[config.mk]
export PLATFORM = sky130hd
export DESIGN_NAME = gfs_top
export DESIGN_NICKNAME = d
export VERILOG_FILES = /design/src/gfs_pkg.sv /design/src/gfs_sync.sv /design/src/gfs_top.sv
export VERILOG_INCLUDE_DIRS = /design/src /design/src/src
export SDC_FILE = /design/constraint.sdc
export NUM_CORES = 1
export LEC_CHECK = 0
export BUFFER_PORTS_ARGS = -buffer_cell sky130_fd_sc_hd__buf_2
export CAP_MARGIN = 25
export CORE_MARGIN = 2
export CORE_UTILIZATION = 35
export DETAILED_ROUTE_END_ITERATION = 12
export GPL_ROUTABILITY_DRIVEN = 0
export GPL_TIMING_DRIVEN = 1
export PLACE_DENSITY_LB_ADDON = 0.15
export SLEW_MARGIN = 30
export SYNTH_ARGS = -nofsm -noshare
export SYNTH_HDL_FRONTEND = slang
export SYNTH_HIERARCHICAL = 1
export SYNTH_SLANG_ARGS = --single-unit
[constraint.sdc]
create_clock -name MCLK_IN -period 6.85 [get_ports MCLK_IN]
set_clock_uncertainty 0.15 [all_clocks]
set_input_delay 1.7125 -clock MCLK_IN [delete_from_list [all_inputs] [get_ports MCLK_IN]]
set_output_delay 1.7125 -clock MCLK_IN [all_outputs]
set_load 0.005 [all_outputs]
[src/gfs_params.svh]
// Constants of the gate fault supervisor: offsets, fields, resets and timing
`ifndef GFS_PARAMS_SVH
`define GFS_PARAMS_SVH

// ----------------------------------------------------------------------
// Register byte offsets
// ----------------------------------------------------------------------
`define GFS_OFS_CTRL      12'h000
`define GFS_OFS_FAULT     12'h004
`define GFS_OFS_STAT      12'h008

// ----------------------------------------------------------------------
// Field positions
// ----------------------------------------------------------------------
`define GFS_CTRL_DUAL     0
`define GFS_CTRL_PFIMM    1
`define GFS_STAT_VLD      4
`define GFS_STAT_TRBL     8
`define GFS_STAT_LINK     9
`define GFS_STAT_DBL      10

// ----------------------------------------------------------------------
// Reset values
// ----------------------------------------------------------------------
`define GFS_CTRL_RST      2'h0
`define GFS_CODE_NONE     4'hf

// ----------------------------------------------------------------------
// Timing: clock rate, then times in ms or s and derived counts
// ----------------------------------------------------------------------
`define GFS_CLK_KHZ       20000
`define GFS_MS_CYC        (`GFS_CLK_KHZ * 1)
`define GFS_BLINK_MS      1000
`define GFS_BEEP_MS       500
`define GFS_FAST_MS       (`GFS_BEEP_MS / 2)
`define GFS_PHASE_MS      5000
`define GFS_CHIRP_MS      50
`define GFS_DBL_ON_MS     100
`define GFS_DBL_GAP_MS    200
`define GFS_LINK_ALM_MS   60000
`define GFS_RUN_TAIL_MS   300000
`define GFS_SEC_MS        1000
`define GFS_MISS_S        3900

`endif

[src/gfs_pkg.sv]
// Types of the gate fault supervisor
package gfs_pkg;

    // ------------------------------------------------------------------
    // Fault codes, one latch bit each
    // ------------------------------------------------------------------
    typedef enum logic [3:0] {
        GFS_EN00 = 4'h0, GFS_EN01 = 4'h1, GFS_EN02 = 4'h2, GFS_EN03 = 4'h3,
        GFS_EN04 = 4'h4, GFS_EN05 = 4'h5, GFS_EN06 = 4'h6, GFS_EN07 = 4'h7,
        GFS_EN08 = 4'h8, GFS_EN09 = 4'h9, GFS_EN10 = 4'ha, GFS_EN11 = 4'hb,
        GFS_EN12 = 4'hc, GFS_EN13 = 4'hd, GFS_EN14 = 4'he
    } gfs_code_t;

    // ------------------------------------------------------------------
    // Sense bundle from motion, power and radio logic (same clock)
    // ------------------------------------------------------------------
    typedef struct packed {
        logic rev_ev;          // Safety reversal, pulse
        logic peer_rev_ev;     // Reversal reported by paired gate, pulse
        logic travel_done;     // Limit reached, pulse
        logic run_limit_ev;    // Max run time elapsed, pulse
        logic run_dir_open;    // Direction at overrun
        logic move_start;      // Gate operation begins, pulse
        logic at_open;         // Full open limit, level
        logic any_cmd_ev;      // Any gate input activated, pulse
        logic prestart;        // Pre-start warning phase, level
        logic running;         // Gate travelling, level
        logic mains_lost;      // No mains, level
        logic mains_low;       // Mains below normal, level
        logic batt_below_low;  // Battery under low threshold
        logic batt_above_high; // Battery over recovery threshold
        logic peer_entrap;     // Paired unit in lockout, level
        logic fw_incompat;     // Firmware mismatch with peer
        logic nvm_fault;       // Nonvolatile memory fault
        logic motor_chk_ev;    // Motor board check done, pulse
        logic motor_chk_ok;    // Result of that check
        logic motor_fail;      // Motor failure detected, pulse
        logic tx_status_ev;    // Transmitter status report, pulse
        logic tx_lowbat;       // Transmitter low battery, level
        logic tx_tamper;       // Transmitter case open, level
    } gfs_sense_t;

    // ------------------------------------------------------------------
    // Whole state of the top module
    // ------------------------------------------------------------------
    typedef struct packed {
        logic [14:0] ms_div;
        logic [9:0]  sec_div;
        logic [12:0] phase;
        logic [11:0] miss_s;
        logic [18:0] tail_ms;
        logic [15:0] link_ms;
        logic [1:0]  rev_cnt;
        logic [14:0] faults;
        logic [3:0]  code;
        logic        code_vld;
        logic        alarm;
        logic        link_alm;
        logic        dbl_beep;
        logic        emerg;
        logic        run_q;
        logic        stop_q;
        logic        emerg_q;
        logic [1:0]  ctrl;
        logic        aw_have;
        logic        w_have;
        logic [11:0] awaddr;
        logic [31:0] wdata;
        logic        wstb0;
        logic        awrdy;
        logic        wrdy;
        logic        arrdy;
        logic        bvalid;
        logic [1:0]  bresp;
        logic        rvalid;
        logic [31:0] rdata;
        logic        beep;
        logic        link_led;
        logic        maxrun_led;
        logic        gate_en;
        logic        cmd_allow;
        logic        emerg_cmd;
        logic        trouble;
    } gfs_state_t;

endpackage

[src/gfs_sync.sv]
// Three-stage synchroniser with agreement filter for pin inputs
`timescale 1ns/1ps
`default_nettype none

module gfs_sync #(
    parameter int W = 3
) (
    // Clock and reset
    input  wire logic         clk_in,
    input  wire logic         rst_n_in,
    // Pins and filtered levels
    input  wire logic [W-1:0] pin_in,
    output logic      [W-1:0] lvl_out
);

    logic [W-1:0] s1_ff;
    logic [W-1:0] s2_ff;
    logic [W-1:0] s3_ff;

    // Only stage two reads stage one; a bit moves once stages two and three agree
    always_ff @(posedge clk_in) begin
        if (!rst_n_in) begin
            s1_ff   <= '0;
            s2_ff   <= '0;
            s3_ff   <= '0;
            lvl_out <= '0;
        end else begin
            s1_ff   <= pin_in;
            s2_ff   <= s1_ff;
            s3_ff   <= s2_ff;
            lvl_out <= (s2_ff & s3_ff) | (lvl_out & (s2_ff | s3_ff));
        end
    end

endmodule

`default_nettype wire

[src/gfs_top.sv]
// Gate fault supervisor: fault latches, code display, beeper and AXI4-Lite registers
`timescale 1ns/1ps
`default_nettype none
`include "gfs_params.svh"

// Operation
// - Blink link LED once per second on failure
// - Link failure blocks commands except emergency open
// - Flag transmitter battery, tamper or missing reports
// - Trouble doubles pre-start beep rate
// - Trouble doubles run beep, five-minute tail
// - Trouble chirps every five seconds when idle
// - Trouble indications drop when condition ends
// - Run overrun on mains stops, locks out until stop
// - Two reversals give En 00, alarm, lockout
// - Overrun on mains gives En 01/02, LED, double beep
// - Link failure gives En 03, one-minute alarm
// - Emergency full open gives En 04 lockout
// - Battery low En 05, En 14, clear above 24V
// - Peer entrapment gives En 06 until cleared
// - Low mains gives En 07 until restored
// - Input during lockout gives En 08
// - Firmware mismatch En 09, memory fault En 10
// - Motor mismatch En 11, rechecked next movement
// - Motor failure En 12 until service
// - Mains loss in immediate mode shows En 13
// - Emergency open drives fully open, holds locked
// - Two obstruction triggers enter entrapment lockout
module gfs_top #(
    parameter int MS_CYC = `GFS_MS_CYC
) (
    // Clock and reset
    input  wire logic              MCLK_IN,
    input  wire logic              RST_N_IN,
    // Pins: stop button, emergency open, paired link healthy
    input  wire logic              STOP_BTN_IN,
    input  wire logic              EMERG_OPEN_IN,
    input  wire logic              LINK_OK_IN,
    // Sense bundle from neighbouring logic
    input  wire gfs_pkg::gfs_sense_t SENSE_IN,
    // Indications and gate permissions
    output logic                   BEEP_OUT,
    output logic                   LINK_LED_OUT,
    output logic                   MAXRUN_LED_OUT,
    output logic [3:0]             CODE_OUT,
    output logic                   CODE_VLD_OUT,
    output logic                   TROUBLE_OUT,
    output logic                   GATE_EN_OUT,
    output logic                   CMD_ALLOW_OUT,
    output logic                   EMERG_OPEN_CMD_OUT,
    // AXI4-Lite slave
    input  wire logic [11:0]       S_AXI_AWADDR,
    input  wire logic              S_AXI_AWVALID,
    output logic                   S_AXI_AWREADY,
    input  wire logic [31:0]       S_AXI_WDATA,
    input  wire logic [3:0]        S_AXI_WSTRB,
    input  wire logic              S_AXI_WVALID,
    output logic                   S_AXI_WREADY,
    output logic [1:0]             S_AXI_BRESP,
    output logic                   S_AXI_BVALID,
    input  wire logic              S_AXI_BREADY,
    input  wire logic [11:0]       S_AXI_ARADDR,
    input  wire logic              S_AXI_ARVALID,
    output logic                   S_AXI_ARREADY,
    output logic [31:0]            S_AXI_RDATA,
    output logic [1:0]             S_AXI_RRESP,
    output logic                   S_AXI_RVALID,
    input  wire logic              S_AXI_RREADY
);

    // ------------------------------------------------------------------
    // Helpers
    // ------------------------------------------------------------------
    // Lowest set fault index, or none
    function automatic logic [3:0] first_set(input logic [14:0] m);
        logic [3:0] r;
        r = `GFS_CODE_NONE;
        for (int i = 14; i >= 0; i--) begin
            if (m[i]) begin
                r = 4'(i);
            end
        end
        return r;
    endfunction

    // True in the first half of a repeating period of p ms
    function automatic logic in_on(input logic [12:0] ph, input int p);
        return (32'(ph) % p) < (p / 2);
    endfunction

    // ------------------------------------------------------------------
    // Pin synchronisers
    // ------------------------------------------------------------------
    logic [2:0] pins;

    gfs_sync #(
        .W(3)
    ) u_sync (
        .clk_in  (MCLK_IN),
        .rst_n_in(RST_N_IN),
        .pin_in  ({LINK_OK_IN, EMERG_OPEN_IN, STOP_BTN_IN}),
        .lvl_out (pins)
    );

    // ------------------------------------------------------------------
    // State
    // ------------------------------------------------------------------
    gfs_pkg::gfs_state_t s_ff;
    gfs_pkg::gfs_state_t nxt_s;
    logic [14:0]         set_m;
    logic [14:0]         clr_m;
    logic                ms_tick;
    logic                stop_ev;
    logic                emerg_ev;
    logic                link_fail;
    logic                lockout;
    logic                missing;
    logic                trbl;
    logic                idle;
    logic                wr_go;
    logic                disable_any;

    // Next-state logic
    always_comb begin
        nxt_s = s_ff;
        set_m = '0;
        clr_m = '0;
        // Millisecond, second and 5 s phase timebase
        ms_tick = (s_ff.ms_div == 15'(MS_CYC - 1));
        nxt_s.ms_div = ms_tick ? 15'h0 : s_ff.ms_div + 15'h1;
        if (ms_tick) begin
            nxt_s.sec_div = (s_ff.sec_div == 10'(`GFS_SEC_MS - 1)) ? 10'h0 : s_ff.sec_div + 10'h1;
            nxt_s.phase = (s_ff.phase == 13'(`GFS_PHASE_MS - 1)) ? 13'h0 : s_ff.phase + 13'h1;
        end
        nxt_s.stop_q  = pins[0];
        nxt_s.emerg_q = pins[1];
        nxt_s.run_q   = SENSE_IN.running;
        stop_ev  = pins[0] & ~s_ff.stop_q;
        emerg_ev = pins[1] & ~s_ff.emerg_q;
        link_fail = s_ff.ctrl[`GFS_CTRL_DUAL] & ~pins[2];
        lockout = |s_ff.faults[2:0];
        // Missing status reports: seconds since last report
        // report supervision
        if (SENSE_IN.tx_status_ev) begin
            nxt_s.miss_s = 12'h0;
        end else if (ms_tick && s_ff.sec_div == 10'h0 && s_ff.miss_s != 12'(`GFS_MISS_S)) begin
            nxt_s.miss_s = s_ff.miss_s + 12'h1;
        end
        missing = (s_ff.miss_s == 12'(`GFS_MISS_S));
        trbl = SENSE_IN.tx_lowbat | SENSE_IN.tx_tamper | missing;
        // Reversal counter; two in one travel is entrapment
        // two obstruction triggers
        if (stop_ev || SENSE_IN.travel_done) begin
            nxt_s.rev_cnt = 2'h0;
        end else if ((SENSE_IN.rev_ev || SENSE_IN.peer_rev_ev) && s_ff.rev_cnt != 2'h2) begin
            nxt_s.rev_cnt = s_ff.rev_cnt + 2'h1;
        end
        set_m[0] = (nxt_s.rev_cnt == 2'h2) & (s_ff.rev_cnt != 2'h2);
        // direction selects En 01 or En 02
        set_m[1] = SENSE_IN.run_limit_ev & SENSE_IN.run_dir_open & ~SENSE_IN.mains_lost;
        set_m[2] = SENSE_IN.run_limit_ev & ~SENSE_IN.run_dir_open & ~SENSE_IN.mains_lost;
        set_m[3] = link_fail;
        clr_m[3] = ~link_fail;
        set_m[4] = s_ff.emerg & SENSE_IN.at_open;
        // battery faults, recovery above high threshold
        set_m[5]  = SENSE_IN.mains_lost & SENSE_IN.batt_below_low;
        set_m[14] = SENSE_IN.run_limit_ev & SENSE_IN.mains_lost;
        clr_m[5]  = SENSE_IN.batt_above_high;
        clr_m[14] = SENSE_IN.batt_above_high;
        set_m[6] = SENSE_IN.peer_entrap;
        clr_m[6] = ~SENSE_IN.peer_entrap;
        set_m[7] = SENSE_IN.mains_low;
        clr_m[7] = ~SENSE_IN.mains_low;
        set_m[8] = lockout & (SENSE_IN.any_cmd_ev | emerg_ev);
        set_m[9]  = SENSE_IN.fw_incompat;
        clr_m[9]  = ~SENSE_IN.fw_incompat;
        set_m[10] = SENSE_IN.nvm_fault;
        clr_m[10] = ~SENSE_IN.nvm_fault;
        // motor check retried on each movement
        set_m[11] = SENSE_IN.motor_chk_ev & ~SENSE_IN.motor_chk_ok;
        clr_m[11] = SENSE_IN.motor_chk_ev & SENSE_IN.motor_chk_ok;
        set_m[12] = SENSE_IN.motor_fail;
        set_m[13] = SENSE_IN.mains_lost & s_ff.ctrl[`GFS_CTRL_PFIMM];
        clr_m[13] = ~SENSE_IN.mains_lost;
        // Stop button releases the button-cleared latches
        if (stop_ev) begin
            clr_m[0] = 1'b1;
            clr_m[1] = 1'b1;
            clr_m[2] = 1'b1;
            clr_m[4] = 1'b1;
            clr_m[8] = 1'b1;
        end
        // A set in the same cycle as its clear wins
        nxt_s.faults = (s_ff.faults & ~clr_m) | set_m;
        // newest fault shown, fall back when it clears
        if (|(set_m & ~s_ff.faults)) begin
            nxt_s.code = first_set(set_m & ~s_ff.faults);
        end else if (s_ff.code == `GFS_CODE_NONE || !nxt_s.faults[s_ff.code]) begin
            nxt_s.code = first_set(nxt_s.faults);
        end
        // Continuous alarm for entrapment and overrun until stop
        if (|set_m[2:0]) begin
            nxt_s.alarm = 1'b1;
        end else if (stop_ev) begin
            nxt_s.alarm = 1'b0;
        end
        // double beep after stop until next operation
        if (stop_ev && |s_ff.faults[2:1]) begin
            nxt_s.dbl_beep = 1'b1;
        end else if (SENSE_IN.move_start) begin
            nxt_s.dbl_beep = 1'b0;
        end
        // one minute of alarm, stop silences it
        if (set_m[3] && !s_ff.faults[3]) begin
            nxt_s.link_alm = 1'b1;
            nxt_s.link_ms  = 16'h0;
        end else if (stop_ev || s_ff.link_ms == 16'(`GFS_LINK_ALM_MS)) begin
            nxt_s.link_alm = 1'b0;
        end else if (s_ff.link_alm && ms_tick) begin
            nxt_s.link_ms = s_ff.link_ms + 16'h1;
        end
        if (emerg_ev) begin
            nxt_s.emerg = 1'b1;
        end else if (stop_ev) begin
            nxt_s.emerg = 1'b0;
        end
        // run alarm tail after gate stops
        if (SENSE_IN.running) begin
            nxt_s.tail_ms = 19'h0;
        end else if (s_ff.run_q && trbl) begin
            nxt_s.tail_ms = 19'(`GFS_RUN_TAIL_MS);
        end else if (ms_tick && s_ff.tail_ms != 19'h0) begin
            nxt_s.tail_ms = s_ff.tail_ms - 19'h1;
        end
        if (!trbl) begin
            nxt_s.tail_ms = 19'h0;
        end
        idle = ~SENSE_IN.running & ~SENSE_IN.prestart & (s_ff.tail_ms == 19'h0);
        // Beeper priority: continuous, prestart/run, double beep, chirp
        if (s_ff.alarm || s_ff.link_alm) begin
            nxt_s.beep = 1'b1;
        end else if (SENSE_IN.prestart || SENSE_IN.running || s_ff.tail_ms != 19'h0) begin
            nxt_s.beep = trbl ? in_on(s_ff.phase, `GFS_FAST_MS) : in_on(s_ff.phase, `GFS_BEEP_MS);
        end else if (s_ff.dbl_beep) begin
            nxt_s.beep = (s_ff.phase < 13'(`GFS_DBL_ON_MS)) ||
                         (s_ff.phase >= 13'(`GFS_DBL_GAP_MS) &&
                          s_ff.phase < 13'(`GFS_DBL_GAP_MS + `GFS_DBL_ON_MS));
        end else if (trbl && idle) begin
            nxt_s.beep = (s_ff.phase < 13'(`GFS_CHIRP_MS));
        end else begin
            nxt_s.beep = 1'b0;
        end
        // link LED blinks at 1 Hz
        nxt_s.link_led   = link_fail & in_on(s_ff.phase, `GFS_BLINK_MS);
        nxt_s.maxrun_led = |nxt_s.faults[2:1];
        nxt_s.code_vld   = nxt_s.code != `GFS_CODE_NONE;
        nxt_s.trouble    = trbl;
        // En 13 and En 14 indicate only; every other fault stops the gate
        disable_any       = |(nxt_s.faults & 15'h1fff);
        nxt_s.gate_en     = ~disable_any & ~nxt_s.emerg;
        nxt_s.cmd_allow   = ~disable_any & ~nxt_s.emerg & ~link_fail;
        nxt_s.emerg_cmd   = nxt_s.emerg;
        // AXI4-Lite write: address and data in either order
        if (S_AXI_AWVALID && s_ff.awrdy) begin
            nxt_s.aw_have = 1'b1;
            nxt_s.awaddr  = S_AXI_AWADDR;
        end
        if (S_AXI_WVALID && s_ff.wrdy) begin
            nxt_s.w_have = 1'b1;
            nxt_s.wdata  = S_AXI_WDATA;
            nxt_s.wstb0  = S_AXI_WSTRB[0];
        end
        wr_go = s_ff.aw_have & s_ff.w_have & ~s_ff.bvalid;
        if (wr_go) begin
            nxt_s.aw_have = 1'b0;
            nxt_s.w_have  = 1'b0;
            nxt_s.bvalid  = 1'b1;
            nxt_s.bresp   = 2'h0;
            if ({s_ff.awaddr[11:2], 2'h0} == `GFS_OFS_CTRL) begin
                if (s_ff.wstb0) begin
                    nxt_s.ctrl = s_ff.wdata[1:0];
                end
            end else if ({s_ff.awaddr[11:2], 2'h0} != `GFS_OFS_FAULT &&
                         {s_ff.awaddr[11:2], 2'h0} != `GFS_OFS_STAT) begin
                nxt_s.bresp = 2'h2;
            end
        end else if (s_ff.bvalid && S_AXI_BREADY) begin
            nxt_s.bvalid = 1'b0;
        end
        // AXI4-Lite read, one cycle after the address is taken
        if (S_AXI_ARVALID && s_ff.arrdy) begin
            nxt_s.rvalid = 1'b1;
            case ({S_AXI_ARADDR[11:2], 2'h0})
                `GFS_OFS_CTRL: begin
                    nxt_s.rdata = {30'h0, s_ff.ctrl};
                end
                `GFS_OFS_FAULT: begin
                    nxt_s.rdata = {17'h0, s_ff.faults};
                end
                `GFS_OFS_STAT: begin
                    nxt_s.rdata = {21'h0, s_ff.dbl_beep, link_fail, trbl, 3'h0,
                                   s_ff.code_vld, s_ff.code};
                end
                default: begin
                    nxt_s.rdata = 32'h0;
                end
            endcase
        end else if (s_ff.rvalid && S_AXI_RREADY) begin
            nxt_s.rvalid = 1'b0;
        end
        // Ready flags registered so they come straight from flops
        nxt_s.awrdy = ~nxt_s.aw_have & ~nxt_s.bvalid;
        nxt_s.wrdy  = ~nxt_s.w_have & ~nxt_s.bvalid;
        nxt_s.arrdy = ~nxt_s.rvalid;
    end

    // State register, synchronous active-low reset
    always_ff @(posedge MCLK_IN) begin
        if (!RST_N_IN) begin
            s_ff         <= '0;
            s_ff.code    <= `GFS_CODE_NONE;
            s_ff.ctrl    <= `GFS_CTRL_RST;
            s_ff.gate_en <= 1'b1;
        end else begin
            s_ff <= nxt_s;
        end
    end

    // ------------------------------------------------------------------
    // Outputs
    // ------------------------------------------------------------------
    assign BEEP_OUT           = s_ff.beep;
    assign LINK_LED_OUT       = s_ff.link_led;
    assign MAXRUN_LED_OUT     = s_ff.maxrun_led;
    assign CODE_OUT           = s_ff.code;
    assign CODE_VLD_OUT       = s_ff.code_vld;
    assign TROUBLE_OUT        = s_ff.trouble;
    assign GATE_EN_OUT        = s_ff.gate_en;
    assign CMD_ALLOW_OUT      = s_ff.cmd_allow;
    assign EMERG_OPEN_CMD_OUT = s_ff.emerg_cmd;
    assign S_AXI_AWREADY      = s_ff.awrdy;
    assign S_AXI_WREADY       = s_ff.wrdy;
    assign S_AXI_BVALID       = s_ff.bvalid;
    assign S_AXI_BRESP        = s_ff.bresp;
    assign S_AXI_ARREADY      = s_ff.arrdy;
    assign S_AXI_RVALID       = s_ff.rvalid;
    assign S_AXI_RDATA        = s_ff.rdata;
    assign S_AXI_RRESP        = 2'h0;

endmodule

`default_nettype wire

==> results of run 1 <==
## synth_stat cells (9+ instances only)
cell,instances,share of area
nand2b_1,17,0.011
a211oi_1,11,0.0088
dfxtp_1,170,0.36
and3_1,21,0.014
nor2_1,143,0.057
xnor2_1,29,0.027
nand4_1,23,0.015
nor2b_1,18,0.012
o21ai_0,47,0.025
clkbuf_1,29,0.012
buf_4,43,0.034
and2_1,17,0.011
nand3_1,32,0.017
nand2_1,123,0.049
mux2i_1,9,0.0096
a31oi_1,9,0.0060
or3_1,20,0.013
inv_1,29,0.012
a22oi_1,18,0.014
xor2_1,40,0.037
nor4_1,13,0.0086
nor3_1,30,0.016
a21oi_1,85,0.045
ha_1,13,0.017
## layout make-up
| class | count | area, um2 |
|---|---|---|
| multi-input combinational | 898 | 5430 |
| timing repair buffer | 95 | 493 |
| clock inverter | 14 | 155 |
| inverter | 29 | 109 |
| tap | 341 | 427 |
| sequential | 170 | 3400 |
| fill | 2782 | 16200 |
| clock buffer | 18 | 439 |
## power breakdown
group | switching (W) | total (W) | internal, W
clock network | 0.000461 | 0.000960 | 0.000499
logic | 0.0000862 | 0.000146 | 0.0000593
registers | 0.0000189 | 0.00103 | 0.00101
total | 0.000566 | 0.00213 | 0.00157
## kinds of logic after synthesis
kind of cell | Yosys count | synth area share
flip-flops | 170 | 0.362
XOR/XNOR | 69 | 0.0642
buffers and inverters | 119 | 0.0686
multiplexers | 16 | 0.0215
other | 1 | 0.000399
AO/OA/AOI/OAI | 271 | 0.194
adder cells (fa/ha/maj) | 18 | 0.0230
AND/OR/NAND/NOR | 504 | 0.266
## worst max path at each step
stage                    from        to  slack, ns  cells past startpoint
CTS                 s_ff[177]  BEEP_OUT       0.98                     19
floorplan           s_ff[178]  BEEP_OUT       1.82                     21
global route        s_ff[177]  BEEP_OUT       0.61                     19
finish              s_ff[177]  BEEP_OUT       0.94                     19
global placement    s_ff[177]  BEEP_OUT       0.91                     19
detailed placement  s_ff[177]  BEEP_OUT       1.01                     19
## registers in the layout (all words and copies together), names as in the netlist
| signal | flops |
|---|---|
| GATE_EN_OUT | 1 |
| CMD_ALLOW_OUT | 1 |
| S_AXI_RDATA | 15 |
| u_sync/s2_ff | 3 |
| S_AXI_AWREADY | 1 |
| u_sync/s3_ff | 3 |
| CODE_OUT | 4 |
| TROUBLE_OUT | 1 |
| MAXRUN_LED_OUT | 1 |
| S_AXI_BVALID | 1 |
| S_AXI_BRESP | 1 |
| S_AXI_WREADY | 1 |
| S_AXI_RVALID | 1 |
| LINK_LED_OUT | 1 |
| S_AXI_ARREADY | 1 |
| CODE_VLD_OUT | 1 |
| s_ff | 125 |
| EMERG_OPEN_CMD_OUT | 1 |
| u_sync/lvl_out | 3 |
| u_sync/s1_ff | 3 |
| BEEP_OUT | 1 |
## routing by layer
layer	global-route usage	vias to the layer above
li1	-	4189
met1	0.239	3839
met2	0.278	152
met3	0.0280	14
met4	0.0401	0
met5	0	-
## per-stage QoR
stage	instance area (um2)	setup slack, ns	hold WS (ns)
after detailed placement	9860	1.01	0.271
after CTS	10500	0.983	0.296
after floorplan	9480	1.82	0.256
final	10500	0.940	0.291
after global routing	10500	0.606	0.308
after global placement	9860	0.908	0.275
## critical path, delay by kind of cell, from the launching register on
family | cells | cell delay (ns)
DFF | 1 | 0.78
and+or+nand+nor | 8 | 2.13
adders and majority gates | 1 | 0.28
xor gates and xnor gates | 1 | 0.11
AOI/OAI and AO/OA | 9 | 2.34
==> results.txt, run 1 <==
The overflow left after global routing is 0. The number of failing hold endpoints at the final stage is 0. Measured against its own limit, the worst slew margin works out to 0.345. The min-delay analysis places its worst path in the category reg2reg. In the final routing, the length of wire on met1 measures 11900 um. The async set or reset register ratio after synthesis came out at 0. The share of the core filled with cells in the final layout came out at 0.392. The number of buffers inserted by post-CTS setup repair came out at 0. The DRC marker count from the first detailed-route iteration came out at 448. The pin count of the biggest net entering global routing came out at 57.

The vias per cell came out at 5.24. For this design the static power due to leakage is 3.97 nW. The library cell used most frequently in the layout, excluding fill and tap cells, is dfxtp_1. Pin placement for this block handled 146 I/O pins. Including well taps, the total number of placed cells is 1533. The max-capacitance violation count is 0. The standard cell core area is 26700 um2. The via count of the first global-routing pass came out at 7805. Setup total negative slack on the finished layout was measured at 0 ns.

Setup violations remaining at the end of the flow were counted as 0. The first detailed-routing pass took 5 iterations. The post-route minimum period is 5.91 ns. The transition time of the tightest slew-check pin is 0.980 ns. At the end of the flow, the number of nets in the layout was 1317.

A synthesized cell averages 8.06 um2. The clock tree from TritonCTS is done. The mapped netlist covers 9410 um2. The biggest cell delay along the critical path came out at 0.78 ns. The area overhead of the layout relative to synthesis is 11.1%. The category of the most critical setup path is reg2reg. The vertical extent of the die is 168 um. The final antenna diode count is 0.

The max-slew violation count is 0. The post-cts hold buffer count came out at 0. The full die area came out at 28200 um2.

The detailed-routed wire length on met3 is 874 um. The source-to-sink clock delay at the later pin of the worst-skew pair came out at 0.43 ns. The total number of yosys warnings is 6. The number of cells on the worst hold path is 1. The count of non-filler cells in the finished layout is 1565. The initial antenna violation count came out at 0.

The number of levels the H-tree was split into is 4. In the layout the commonest cells are dfxtp_1 (170), nor2_1 (143), nand2_1 (123), buf_2 (88), a21oi_1 (85). The total met2 wirelength after detailed routing is 10800 um. The share of synthesized area occupied by flip-flops and latches is 0.362.

The most prevalent standard cell on the critical path is nor2_1. Synthesis inferred 170 register bits. The total clock sinks came out at 170. The cell at the root of the clock tree is clkbuf_16. For this design the ratio of total power to cell area is 204 nW/um2. The worst-case reg-to-reg path depth is 19. The fraction of final layout cells with drive strength greater than 1 is 0.140. In the routed design, unresolved DRC markers number 0. The flow ran to the end, and the final reports show no timing, DRC or antenna violations. The number of flops mapped to enable cells by yosys is 0. The combined global-route utilization of all metal layers is 0.172.

After detailed routing, no signal wire sits above met4. The total number of placement rows came out at 60. The critical path's slowest cell is dfxtp_1. The number of standard cells after synthesis is 1168. In the synthesized netlist the dominant register cell turns out to be dfxtp_1.

The global-route wire length before repair is 39800 um. The maximum buffer depth of the clock tree came out at 2. The top fanout value on the critical path is 22. The worst hold path terminates at u_sync/s2_ff[1].

The peak ir drop on the vdd network is 0.144 mV. The post-DP HPWL came out at 17500 um. STA classifies the critical path startpoint as a flop. In this run the horizontal extent of the chip is 168 um. The worst hold path begins at u_sync/s1_ff[1]. The number of distinct standard cells referenced by the synthesized netlist came out at 93. The number of buffers created by CTS is 17. Walking the worst path, the cells encountered are nor2_1 > nor2_1 > ha_1 > nand2b_1 > and3_1 > a221o_1 > a22o_1 > o2111a_1 > or3_1 > and3_1 > o221a_2 > a21oi_1 > xor2_1 > or3_1 > o21a_1 > a2111oi_1 > nor2_1 > a21oi_1 > o21ai_1. The via count came out at 8194.

In the finished design, the share of the clock period the worst path needs comes to 0.863. The setup slack on the worst flop-to-flop path is 0.94 ns. The post-route antenna net violation count is 0. For this block, the routed nets add up to 23800 um of wire. The clock-pin slew on the worst setup and hold paths is 0.08 ns. Total power for the finished layout comes to 0.00213 W. The startpoint identified for the worst register-to-register timing path is s_ff[177]. After detailed routing, the average wire length per cell comes to 15.2 um. The post-cts gate resize count came out at 0. The nature of the critical path endpoint is a flop. The maximum clock frequency came out at 0.169 GHz. The initial standard-cell utilization of the core is 0.353. The endpoint identified for the worst register-to-register timing path is BEEP_OUT. The endpoint arrival time on the critical path is 6.05 ns. Setup repair after global routing left no endpoint under its margin. The required time of the worst setup path is 6.99 ns. The total of buffers placed on input and output ports came out at 88.
(Power assumes the default switching activity.)
==> run 2, diff against run 1 <==
--- a/config.mk
+++ b/config.mk
@@ -8,12 +8,12 @@
 export LEC_CHECK = 0
 export BUFFER_PORTS_ARGS = -buffer_cell sky130_fd_sc_hd__buf_2
 export CAP_MARGIN = 25
-export CORE_MARGIN = 2
 export CORE_UTILIZATION = 35
 export DETAILED_ROUTE_END_ITERATION = 12
 export GPL_ROUTABILITY_DRIVEN = 0
 export GPL_TIMING_DRIVEN = 1
 export PLACE_DENSITY_LB_ADDON = 0.15
+export REMOVE_ABC_BUFFERS = 1
 export SLEW_MARGIN = 30
 export SYNTH_ARGS = -nofsm -noshare
 export SYNTH_HDL_FRONTEND = slang
==> results.txt, run 2 (synthesized netlist as in run 1, its figures left out) <==
Status: finished, violations left (was finished clean). The final reports fail on DRC. The leakage power total came to 3.96 nW (was 3.97 nW). The power density over the cells came out at 202 nW/um2 (was 204 nW/um2).

The final antenna diode count came out at 0 (unchanged). The fraction of final layout cells with drive strength greater than 1 is 0.139 (was 0.140). The post-DP HPWL came out at 16600 um (was 17500 um). The number of failing hold endpoints at the final stage was 0 (unchanged). The peak ir drop on the vdd network came out at 0.127 mV (was 0.144 mV). The detailed-route wire length was 22800 um (was 23800 um). The total number of placement rows is 59 (was 60). The endpoint arrival time on the critical path came out at 6.06 ns (was 6.05 ns). The worst-case reg-to-reg path depth was 19 (unchanged).

The post-route minimum period came to 5.90 ns (was 5.91 ns). The critical register-to-register path startpoint is s_ff[179] (was s_ff[177]). The biggest cell delay along the critical path came out at 0.64 ns (was 0.78 ns). The area overhead of the layout relative to synthesis is 10.9% (was 11.1%). The setup slack on the worst flop-to-flop path is 0.95 ns (was 0.94 ns). The transition time of the tightest slew-check pin was 0.889 ns (was 0.980 ns).

The worst flop-to-flop path endpoint is BEEP_OUT (unchanged). Series of cell instances along the critical path: nand4_2 > nor2_1 > ha_1 > nand2b_1 > and3_1 > a221o_1 > a22o_1 > o2111a_1 > or3_1 > and3_1 > o221a_2 > a21oi_1 > xor2_1 > or3_1 > o21a_1 > a2111oi_1 > nor2_1 > a21oi_1 > o21ai_1 (was nor2_1 > nor2_1 > ha_1 > nand2b_1 > and3_1 > a221o_1 > a22o_1 > o2111a_1 > or3_1 > and3_1 > o221a_2 > a21oi_1 > xor2_1 > or3_1 > o21a_1 > a2111oi_1 > nor2_1 > a21oi_1 > o21ai_1). The required time of the worst setup path came out at 7.01 ns (was 6.99 ns). The register ranked first by flip-flop count was s_ff (unchanged). The terminating pin of the worst hold path is u_sync/s2_ff[1] (unchanged). The number of cells on the worst hold path is 1 (unchanged).

Commonest cells after routing, fill and taps aside: dfxtp_1 (170), nor2_1 (143), nand2_1 (123), buf_2 (88), a21oi_1 (85) (unchanged). The source-to-sink clock delay at the later pin of the worst-skew pair came out at 0.43 ns (about the same). The post-cts hold buffer count came out at 0 (unchanged).

The vias per cell was 5.24 (about the same). The number of flip-flops under the largest register name is 125 (unchanged). The via count is 8166 (was 8194). The max-capacitance violation count is 0 (unchanged). The count of pins on the block boundary came out at 146 (unchanged). The period utilization came to 0.861 (was 0.863). The setup TNS is 0 ns (unchanged). The clock-pin slew on the worst setup and hold paths is 0.08 ns (about the same). The total of buffers placed on input and output ports came out at 88 (unchanged). The standard cell core area came out at 26200 um2 (was 26700 um2). The max-slew violation count is 0 (unchanged). The DRC marker count from the first detailed-route iteration is 652 (was 448). The most frequent standard cell in the layout excluding fill and tap cells is dfxtp_1 (unchanged). The pin count of the biggest net entering global routing is 57 (unchanged).

The routed wire length per instance is 14.6 um (was 15.2 um). The nature of the critical path endpoint is a flop (unchanged). The cell at the root of the clock tree is clkbuf_16 (unchanged). The startpoint type of the worst setup path is a flop (unchanged). The initial antenna violation count is 0 (unchanged). The critical path's slowest cell was dfxtp_1 (unchanged).

The number of buffers inserted by post-CTS setup repair is 0 (unchanged). The top fanout value on the critical path is 15 (was 22). The via count of the first global-routing pass came out at 7560 (was 7805). The initial standard-cell utilization of the core was 0.359 (was 0.353). The maximum buffer depth of the clock tree is 2 (unchanged). The post-route antenna net violation count came out at 0 (unchanged). The overflow left after global routing was 0 (unchanged). The category of the most critical setup path is reg2reg (unchanged). The total number of nets in the final design came out at 1317 (unchanged). The vertical extent of the die came out at 166 um (was 168 um). The number of levels the H-tree was split into is 4 (unchanged). The final routed DRC violation total is 1 (was 0). The number of buffers created by CTS is 17 (unchanged). The maximum clock frequency is 0.170 GHz (was 0.169 GHz). The number of failing setup endpoints in the final timing report came out at 0 (unchanged).

The worst hold path class is reg2reg (unchanged). The clock tree from TritonCTS was done (unchanged). The share of the core filled with cells in the final layout came out at 0.398 (was 0.392).

The first-pass iteration count of the detailed router is 9 (was 5). RSZ-0062 raised after global routing: no (unchanged). The total clock sinks is 170 (unchanged). The full die area came out at 27500 um2 (was 28200 um2).

The post-route total power came out at 0.00211 W (was 0.00213 W). The source of the worst hold timing path is u_sync/s1_ff[1] (unchanged). The global-route wire length before repair is 37900 um (was 39800 um).

The worst hold slack came out at 0.290 ns (was 0.291 ns). The post-cts gate resize count is 0 (unchanged). The width of the die came out at 166 um (was 168 um).

The combined global-route utilization of all metal layers came to 0.168 (was 0.172). The worst slew slack as a fraction of its limit came out at 0.406 (was 0.345).
[run 2: cell type report]
cell class | instances | area [um2]
inverters | 29 | 109
repair buffers | 95 | 493
clock buffers | 17 | 425
multi-input cells | 898 | 5430
clock inverters | 14 | 149
well taps | 335 | 419
fillers | 2656 | 15800
flip-flops and latches | 170 | 3400
[run 2: power by group]
part           internal (W)  leakage, nW  switching [W]
clock              0.000486        0.280       0.000452
combinational     0.0000588         2.30      0.0000839
sequential          0.00101         1.38      0.0000188
total               0.00156         3.96       0.000555
[run 2: through the flow]
| step | cell area (um2) | cells | worst slack [ns] |
|---|---|---|---|
| after floorplan | 8940 | 1097 | 1.61 |
| after global placement | 9860 | 1527 | 1.00 |
| after detailed placement | 9860 | 1527 | 1.03 |
| after CTS | 10400 | 1558 | 1.02 |
| after global routing | 10400 | 1558 | 0.624 |
| final | 10400 | 1558 | 0.953 |
[run 2: critical path: cells and delay by family, from the launching register on]
family	cells	cell delay (ns)
adders and majority gates	1	0.28
AOI/OAI and AO/OA	9	2.41
and+or+nand+nor	8	2.20
xor gates and xnor gates	1	0.11
DFF	1	0.64
[run 2: how the worst max path moves through the flow]
stage,cells past startpoint,start,to
final,19,s_ff[179],BEEP_OUT
after global routing,19,s_ff[179],BEEP_OUT
after CTS,19,s_ff[179],BEEP_OUT
after detailed placement,19,s_ff[179],BEEP_OUT
after global placement,19,s_ff[179],BEEP_OUT
after floorplan,19,s_ff[179],BEEP_OUT
[run 2: metal layers]
layer  GRT usage  up-vias  part of all wire
met5           0        -                 0
met4      0.0565        0             0.014
met3      0.0269       31             0.033
met2       0.264      175              0.46
met1       0.232     3769              0.50
li1            -     4191                 -
